===== src/rom_loader_defines.vh =====
// Overview of operation
// - A byte 04h read at ROM address 51h opens the smart card group.
// - The byte at ROM address 52h is the smart card group count, 0Eh.
// - ROM bytes 53h-55h load class code bytes 0-2 at config 09h-0Bh.
// - ROM bytes 56h-59h load subsystem vendor and subsystem id, low first.
// - ROM byte 5Ah updates only bits 7-4 of general control at 4Ch.
// - ROM bytes 5Bh-5Dh update only bits 4 and 0 of config 58h-5Ah.
// - ROM byte 5Eh updates only bits 7-4 and 0 of config 5Bh.
// - ROM bytes 5Fh and 60h load config 5Ch and 5Dh in full.
// - Marker 80h at ROM address 61h ends loading and stops fetching.
// - ROM bytes 4Eh-50h are read past and configure nothing.
`ifndef ROM_LOADER_DEFINES_VH
`define ROM_LOADER_DEFINES_VH
`define ROM_FIRST_ADDR    8'h4e
`define ROM_SKIP_LAST     8'h50
`define ROM_IND_ADDR      8'h51
`define ROM_CNT_ADDR      8'h52
`define ROM_CLASS0_ADDR   8'h53
`define ROM_SUBSYS0_ADDR  8'h56
`define ROM_GENCTL_ADDR   8'h5a
`define ROM_SC1B0_ADDR    8'h5b
`define ROM_SC1B3_ADDR    8'h5e
`define ROM_SC2B0_ADDR    8'h5f
`define ROM_SC2B1_ADDR    8'h60
`define ROM_END_ADDR      8'h61
`define SC_FUNC_IND       8'h04
`define SC_BYTE_COUNT     8'h0e
`define END_MARKER        8'h80
`define CFG_CLASS0        8'h09
`define CFG_SUBSYS0       8'h2c
`define CFG_GENCTL        8'h4c
`define CFG_SC1B0         8'h58
`define CFG_SC1B3         8'h5b
`define CFG_SC2B0         8'h5c
`define MASK_FULL         8'hff
`define MASK_GENCTL       8'hf0
`define MASK_SC1_LOW      8'h11
`define MASK_SC1_B3       8'hf1
`endif

===== src/rom_byte_map.v =====
`timescale 1ns/1ps
`include "rom_loader_defines.vh"
// Maps a ROM address to target offset and write mask, registered
module rom_byte_map
(
    // Clock and reset
    input  wire       clk_sys_in,
    input  wire       arst_n_in,
    // Lookup request
    input  wire [7:0] rom_addr_in,
    // Registered result
    output reg  [7:0] cfg_offset_out,
    output reg  [7:0] cfg_mask_out,
    output reg        cfg_valid_out
);
    reg [7:0] off_nxt;
    reg [7:0] mask_nxt;
    reg       valid_nxt;

    // Table of target bytes for the smart card group
    always @*
    begin
        off_nxt   = 8'h00;
        mask_nxt  = 8'h00;
        valid_nxt = 1'b0;
        if (rom_addr_in >= `ROM_CLASS0_ADDR &&
            rom_addr_in < `ROM_SUBSYS0_ADDR)
        begin
            off_nxt   = `CFG_CLASS0
                        + (rom_addr_in - `ROM_CLASS0_ADDR);
            mask_nxt  = `MASK_FULL;
            valid_nxt = 1'b1;
        end
        else if (rom_addr_in >= `ROM_SUBSYS0_ADDR &&
                 rom_addr_in < `ROM_GENCTL_ADDR)
        begin
            off_nxt   = `CFG_SUBSYS0
                        + (rom_addr_in - `ROM_SUBSYS0_ADDR);
            mask_nxt  = `MASK_FULL;
            valid_nxt = 1'b1;
        end
        else if (rom_addr_in == `ROM_GENCTL_ADDR)
        begin
            off_nxt   = `CFG_GENCTL;
            mask_nxt  = `MASK_GENCTL;
            valid_nxt = 1'b1;
        end
        else if (rom_addr_in >= `ROM_SC1B0_ADDR &&
                 rom_addr_in < `ROM_SC1B3_ADDR)
        begin
            off_nxt   = `CFG_SC1B0
                        + (rom_addr_in - `ROM_SC1B0_ADDR);
            mask_nxt  = `MASK_SC1_LOW;
            valid_nxt = 1'b1;
        end
        else if (rom_addr_in == `ROM_SC1B3_ADDR)
        begin
            off_nxt   = `CFG_SC1B3;
            mask_nxt  = `MASK_SC1_B3;
            valid_nxt = 1'b1;
        end
        else if (rom_addr_in == `ROM_SC2B0_ADDR ||
                 rom_addr_in == `ROM_SC2B1_ADDR)
        begin
            off_nxt   = `CFG_SC2B0
                        + (rom_addr_in - `ROM_SC2B0_ADDR);
            mask_nxt  = `MASK_FULL;
            valid_nxt = 1'b1;
        end
    end

    // Register the lookup
    always @(posedge clk_sys_in or negedge arst_n_in)
    begin
        if (!arst_n_in)
        begin
            cfg_offset_out <= 8'h00;
            cfg_mask_out   <= 8'h00;
            cfg_valid_out  <= 1'b0;
        end
        else
        begin
            cfg_offset_out <= off_nxt;
            cfg_mask_out   <= mask_nxt;
            cfg_valid_out  <= valid_nxt;
        end
    end
endmodule // rom_byte_map


===== src/rom_config_loader.v =====
`timescale 1ns/1ps
`include "rom_loader_defines.vh"
// Smart card part of the serial ROM configuration loader
module rom_config_loader
(
    // Clock and reset
    input  wire       clk_sys_in,
    input  wire       arst_n_in,
    // Start of loading
    input  wire       start_in,
    // ROM byte fetch port
    output wire       rom_req_out,
    output reg  [7:0] rom_addr_out,
    input  wire       rom_ack_in,
    input  wire [7:0] rom_data_in,
    // Config register write port
    output reg        cfg_wr_out,
    output reg  [7:0] cfg_offset_out,
    output reg  [7:0] cfg_data_out,
    output reg  [7:0] cfg_mask_out,
    input  wire       cfg_done_in,
    // Status
    output wire       busy_out,
    output reg        done_out,
    output reg        error_out
);
    localparam [2:0] ST_IDLE  = 3'd0;
    localparam [2:0] ST_FETCH = 3'd1;
    localparam [2:0] ST_MAP   = 3'd2;
    localparam [2:0] ST_WRITE = 3'd3;
    localparam [2:0] ST_DONE  = 3'd4;

    reg  [2:0] state_r;
    reg  [7:0] byte_r;
    wire [7:0] map_offset;
    wire [7:0] map_mask;
    wire       map_valid;

    // Address to target lookup
    rom_byte_map u_map
    (
        .clk_sys_in     (clk_sys_in),
        .arst_n_in      (arst_n_in),
        .rom_addr_in    (rom_addr_out),
        .cfg_offset_out (map_offset),
        .cfg_mask_out   (map_mask),
        .cfg_valid_out  (map_valid)
    );

    // Handshake outputs
    assign rom_req_out = (state_r == ST_FETCH);
    assign busy_out    = (state_r != ST_IDLE) &&
                         (state_r != ST_DONE);

    ////////////////////////////////////////////////////////////////////////
    // Sequencer
    always @(posedge clk_sys_in or negedge arst_n_in)
    begin
        if (!arst_n_in)
        begin
            state_r        <= ST_IDLE;
            rom_addr_out   <= 8'h00;
            byte_r         <= 8'h00;
            cfg_wr_out     <= 1'b0;
            cfg_offset_out <= 8'h00;
            cfg_data_out   <= 8'h00;
            cfg_mask_out   <= 8'h00;
            done_out       <= 1'b0;
            error_out      <= 1'b0;
        end
        else
        begin
            case (state_r)
                ST_IDLE:
                begin
                    if (start_in)
                    begin
                        rom_addr_out <= `ROM_FIRST_ADDR;
                        done_out     <= 1'b0;
                        error_out    <= 1'b0;
                        state_r      <= ST_FETCH;
                    end
                end
                ST_FETCH:
                begin
                    if (rom_ack_in)
                    begin
                        byte_r  <= rom_data_in;
                        state_r <= ST_MAP;
                    end
                end
                ST_MAP:
                begin
                    if (byte_r == `END_MARKER &&
                        rom_addr_out == `ROM_END_ADDR)
                    begin
                        done_out <= 1'b1;
                        state_r  <= ST_DONE;
                    end
                    else if (rom_addr_out <= `ROM_SKIP_LAST)
                    begin
                        rom_addr_out <= rom_addr_out + 8'h01;
                        state_r      <= ST_FETCH;
                    end
                    else if (rom_addr_out == `ROM_IND_ADDR &&
                             byte_r != `SC_FUNC_IND)
                    begin
                        error_out <= 1'b1;
                        state_r   <= ST_DONE;
                    end
                    else if (rom_addr_out == `ROM_CNT_ADDR &&
                             byte_r != `SC_BYTE_COUNT)
                    begin
                        error_out <= 1'b1;
                        state_r   <= ST_DONE;
                    end
                    else if (map_valid)
                    begin
                        cfg_wr_out     <= 1'b1;
                        cfg_offset_out <= map_offset;
                        cfg_data_out   <= byte_r & map_mask;
                        cfg_mask_out   <= map_mask;
                        state_r        <= ST_WRITE;
                    end
                    else if (rom_addr_out >= `ROM_END_ADDR)
                    begin
                        error_out <= 1'b1;
                        state_r   <= ST_DONE;
                    end
                    else
                    begin
                        rom_addr_out <= rom_addr_out + 8'h01;
                        state_r      <= ST_FETCH;
                    end
                end
                ST_WRITE:
                begin
                    if (cfg_done_in)
                    begin
                        cfg_wr_out   <= 1'b0;
                        rom_addr_out <= rom_addr_out + 8'h01;
                        state_r      <= ST_FETCH;
                    end
                end
                ST_DONE:
                begin
                    if (start_in)
                    begin
                        rom_addr_out <= `ROM_FIRST_ADDR;
                        done_out     <= 1'b0;
                        error_out    <= 1'b0;
                        state_r      <= ST_FETCH;
                    end
                end
                default:
                begin
                    state_r <= ST_IDLE;
                end
            endcase
        end
    end
endmodule // rom_config_loader


===== config.mk =====
export PLATFORM = sky130hd
export DESIGN_NAME = rom_config_loader
export DESIGN_NICKNAME = d
export VERILOG_FILES = /design/src/rom_byte_map.v /design/src/rom_config_loader.v
export VERILOG_INCLUDE_DIRS = /design/src /design/src/src
export SDC_FILE = /design/constraint.sdc
export NUM_CORES = 1
export LEC_CHECK = 0
export BUFFER_PORTS_ARGS = -buffer_cell sky130_fd_sc_hd__clkbuf_2
export CAP_MARGIN = 0
export CORE_AREA = 8 8 82 84
export CTS_BUF_LIST = sky130_fd_sc_hd__clkbuf_4 sky130_fd_sc_hd__clkbuf_8
export DETAILED_ROUTE_END_ITERATION = 6
export DIE_AREA = 0 0 90 92
export PLACE_DENSITY_LB_ADDON = 0.05
export SETUP_SLACK_MARGIN = 0.3
export SLEW_MARGIN = 20
export SYNTH_ARGS = -nofsm -noshare
export SYNTH_HDL_FRONTEND = slang
export SYNTH_HIERARCHICAL = 1
export SYNTH_SLANG_ARGS = --single-unit
export TNS_END_PERCENT = 30

===== constraint.sdc =====
create_clock -name clk_sys_in -period 7.5 [get_ports clk_sys_in]
set_input_delay 0.375 -clock clk_sys_in [delete_from_list [all_inputs] [get_ports clk_sys_in]]
set_output_delay 0.375 -clock clk_sys_in [all_outputs]
set_load 0.03 [all_outputs]

**Word-level counts from Yosys, hierarchy flattened**

Index checks and enable logic that the tools add are counted.

- Word-level logic and storage cells: 139
- Flip-flop bits (word level): 63
- Bits of input ports: 13
- Output and inout bits: 37

- Bitwise gates (word level): 5
- Multiplexer cells: 54
- Order comparisons: 8
- Add/subtract/negate cells: 9
- Equal/unequal tests: 30
- Reduce and logical (&&, ||, !) cells: 21

Operator list:

| kind | number |
|---|---|
| two-way mux 8 bit | 20 |
| == test 8 x 7 -> 1 bit, second input constant | 7 |
| greater-or-equal comparator 8 x 7 -> 1 bit, second input constant | 4 |
| subtractor 8 x 7 -> 8 bit, second input constant | 4 |
| two-way mux 3 bit | 9 |
| < comparator 8 x 7 -> 1 bit, second input constant | 3 |
| one-hot mux 8 bit (3 select lines) | 1 |
| two-way mux 1 bit | 20 |
| adder 7 x 8 -> 8 bit, first input constant | 2 |
| != test 3 bit, second input constant | 5 |
| != test 2 bit, second input constant | 6 |
| one-hot mux 3 bit (4 select lines) | 1 |
| AND reduction 6 bit | 2 |
| adder 4 x 8 -> 8 bit, first input constant | 1 |
| adder 6 x 8 -> 8 bit, first input constant | 1 |
| adder 8 x 1 -> 8 bit, second input constant | 1 |
| AND 8 bit | 1 |
| == test 8 bit, second input constant | 1 |
| <= comparator 8 x 7 -> 1 bit, second input constant | 1 |
| != test 4 bit, second input constant | 2 |
| != test 8 x 3 -> 1 bit, second input constant | 1 |
| != test 8 x 4 -> 1 bit, second input constant | 1 |
| AND reduction 8 bit | 1 |
| logical AND 1 bit | 7 |
| other kinds (14) | 25 |

**Longest topological paths before layout**

- Depth in word-level cells: 8
- Gate-level depth with buffers: 10
- Mapped depth without buffers: 8

**By module**

The synthesis kept the hierarchy.

Modules (own cells, without submodules):

| module | cells an instance | sequential area each (µm²) | area each (µm²) | instances |
|---|---|---|---|---|
| rom_config_loader | 198 | 1151.1 | 2274.7 | 1 |
| rom_byte_map | 96 | 325.3 | 858.3 | 1 |

**Least setup slack after synthesis**

Ideal clock, no wire load.

- Path kind: reg-to-reg
- From: register rom_addr_out[0]
- To: register, netlist name cfg_mask_out[0]
- Data required time: 7.375 ns
- Path slack: 4.700 ns
- Path buffers: 2
- Arrival time: 2.675 ns
- Period minus slack after synthesis: 2.800 ns
- Stages on the path, launching flop included: 11
- Setup time: 0.125 ns
- Cells stage by stage: dfrtp_1 > inv_1 > ha_1 > nor3b_1 > o21a_1 > or4b_4 > nor2b_4 > and3_1 > buf_6 > buf_12 > mux2_4

RTL lines:

| element | RTL line | RTL |
|---|---|---|
| from (decl) | rom_config_loader.v:13 | `output reg [7:0] rom_addr_out,` |
| from (signal assigned) | rom_config_loader.v:78 | `` rom_addr_out <= `ROM_FIRST_ADDR; `` |
| from (signal assigned) | rom_config_loader.v:102 | `rom_addr_out <= rom_addr_out + 8'h01;` |
| from (signal assigned) | rom_config_loader.v:132 | `rom_addr_out <= rom_addr_out + 8'h01;` |

==> out/results.tsv <==
metric	value	unit
status	finished, final reports clean	
setup_tns	0	ns
Mean Syn Cell Area	10.7	sq um
layout cells sized above 1	29.9	%
nature of the critical path startpoint	register	
Worst path max stage delay	0.61	ns
CTS Hold Bufs	0	
wire per inst	16.2	um
Via density	5.62	
Final Max Slew Viols	0	
Final GP Congestion	0.885	
num rows	27	
clk buf depth	2	
number of global-route vias before repair	2324	
Post-synth EDFFs	0	
VDD IR max	0.219	mV
core footprint	5410	sq um
via count	2342	
Post-CTS Setup Bufs	0	
max_cap viols	0	
relative slew slack	50.7	%
# IOs	50	
# port buffers	49	
CP delay by family, top	simple AND/OR/NAND/NOR gates	
largest net degree at the start of global routing	60	
Final nets	363	
Lkg Pwr	1.66	nW
DR iter-0 viols	60	
initial antenna violation count	0	
final hold vios	0	
slowest cell on the critical path	dfrtp_1	
total number of yosys warnings	6	
Syn Nets	317	
Seq/Total Area, Yosys	47.1	%
HPWL Detailed	4670	um
Crit path arrival time	3.23	ns
CTS tree	done	
Reg clk slew, reported paths	0.07	ns
Bufs and invs on worst path	2	
Die Ht	92	um
Clock Tree Root	clkbuf_8	
drt first pass iters	4	
Total Wirelength	6760	um
number of diodes	0	
clock sink total	59	
Initial Util	58.0	%
Final Skew	0.00729	ns
Antenna Violating Nets Remaining	0	
global-route wire length before repair	11500	um
die area	8280	sq um
Slew @ Worst Pin	0.739	ns
Final Cell Area	3520	sq um
Async SR Flop Fraction	100	%
Die X	90	um
clk_lat worst skew	0.33	ns
Synth cell types	60	
area post-placement	3350	sq um
H-tree depth	3	
Synth Cell Area	3130	sq um
PostCTS Resize Cnt	0	
CP cell instances	inv_1, ha_1, nor3b_1, o21a_1, or4b_4, nor2b_4, and3_1, buf_4, mux2_2	
final worst slack	4.49	ns
period utilization	40.2	%
fin crit period	3.01	ns
worst slack, placed	4.48	ns
CP required	7.72	ns
CP Class	register to register	
PD cells	340	nW/um^2
Fmax	332	MHz
Setup Viol. Count Final	0	
flops & latches, synth	59	
RSZ-0062 raised after global routing	false	
prevailing post-synth register cell	dfrtp_1	
crit path capture type	register	
cts bufs inserted	9	
worst hold path type	input port to async pin	
gr usage total	17.0	%
GRT overflow	0	
critical path fanouts, max	25	
Area Overhead vs Synth	12.4	%
Syn Inst Count	294	
drt drc	0	
[sequential cells by signal, summed over array words and instances (netlist names), 3 cells and up]
register	cells
u_map/cfg_mask_out	4
byte_r	8
state_r	3
cfg_data_out	8
u_map/cfg_offset_out	8
cfg_offset_out	8
cfg_mask_out	8
rom_addr_out	8
[area by class of cell]
type	instances	area, sq um
multi-input cells	201	1460
well taps	72	90.1
flip-flops and latches	59	1480
fillers	451	1880
repair buffers	51	260
clock inverters	5	30.0
clock buffers	11	139
inverters	18	67.6
[stage by stage]
stage	utilization [%]	std cells	hold slack (ns)	total power, mW
2_1_floorplan	-	294	0.0794	0.834
3_3_place_gp	62.0	401	0.458	0.943
3_5_place_dp	62.0	401	0.465	0.951
4_1_cts	65.1	417	0.208	1.20
5_1_grt	65.1	417	0.248	1.28
6_report	65.1	417	0.189	1.20
[worst register-to-register path, stage by stage (launching register included)]
cell     delay [ns]
dfrtp_1        0.61
inv_1          0.13
ha_1           0.22
nor3b_1        0.15
o21a_1         0.22
or4b_4         0.52
nor2b_4        0.14
and3_1         0.16
buf_4          0.36
mux2_2         0.39
[synth_stat cells (3+ instances only)]
library cell / count / share of area, %
buf_2: 3 / 0.48
mux2_4: 11 / 5.3
inv_1: 18 / 2.2
nand4_1: 3 / 0.60
o21ai_0: 23 / 3.7
mux2_2: 13 / 4.7
nor2_1: 12 / 1.4
o21a_1: 3 / 0.72
and3_1: 4 / 0.80
nor3_1: 5 / 0.80
a31oi_1: 3 / 0.60
buf_4: 5 / 1.2
or3_1: 3 / 0.60
ha_1: 10 / 4.0
clkbuf_1: 3 / 0.36
a21oi_1: 13 / 2.1
nor2b_1: 6 / 1.2
nor3b_1: 4 / 0.96
o211ai_1: 4 / 0.96
nand2_1: 28 / 3.4
nand3_1: 6 / 0.96
dfrtp_1: 59 / 47
mux2i_1: 8 / 2.6
[path summary, 6_finish.rpt]
path | start | end | slack, ns | cells past startpoint
worst min register to register | u_map/cfg_offset_out[1] | cfg_offset_out[1] | 0.47 | 1
worst min-delay path | arst_n_in | cfg_data_out[6] | 0.19 | 2
worst max register to register | rom_addr_out[0] | cfg_offset_out[2] | 4.49 | 9
worst max-delay path | rom_addr_out[0] | cfg_offset_out[2] | 4.49 | 9
min in group clk_sys_in | rom_data_in[5] | byte_r[5] | 0.27 | 2
max in group asynchronous | arst_n_in | cfg_data_out[3] | 6.82 | 2
[metal layers]
metal	track usage [%]	vias up	wire [um]
li1	-	1128	-
met1	21.8	1136	3240
met2	26.7	67	3100
met3	4.81	11	332
met4	6.66	0	88
met5	0	-	0
[cell families (layout without fill, tap and decap cells)]
group	after synthesis	count (layout)	synth area share, %
flip-flops	59	59	47.1
AO/OA/AOI/OAI	62	62	12.3
other	1	1	0.120
XOR/XNOR	4	4	1.12
buffers and inverters	34	85	6.35
multiplexers	32	32	12.5
AND/OR/NAND/NOR	92	92	16.5
adder cells (fa/ha/maj)	10	10	3.99
[power breakdown]
part	switching, mW	internal, mW	total (mW)
clock	0.126	0.125	0.251
sequential	0.113	0.391	0.504
combinational	0.265	0.178	0.444
total	0.504	0.694	1.20
[layout by cell type (no fill, tap or decap), types with 8 or more instances in the layout]
cell type,instances
dfrtp_1,59
clkbuf_2,49
nand2_1,28
o21ai_0,23
inv_1,18
a21oi_1,13
mux2_2,13
nor2_1,12
mux2_4,11
ha_1,10
clkbuf_8,9
mux2i_1,8
(Power assumes the default switching activity.)
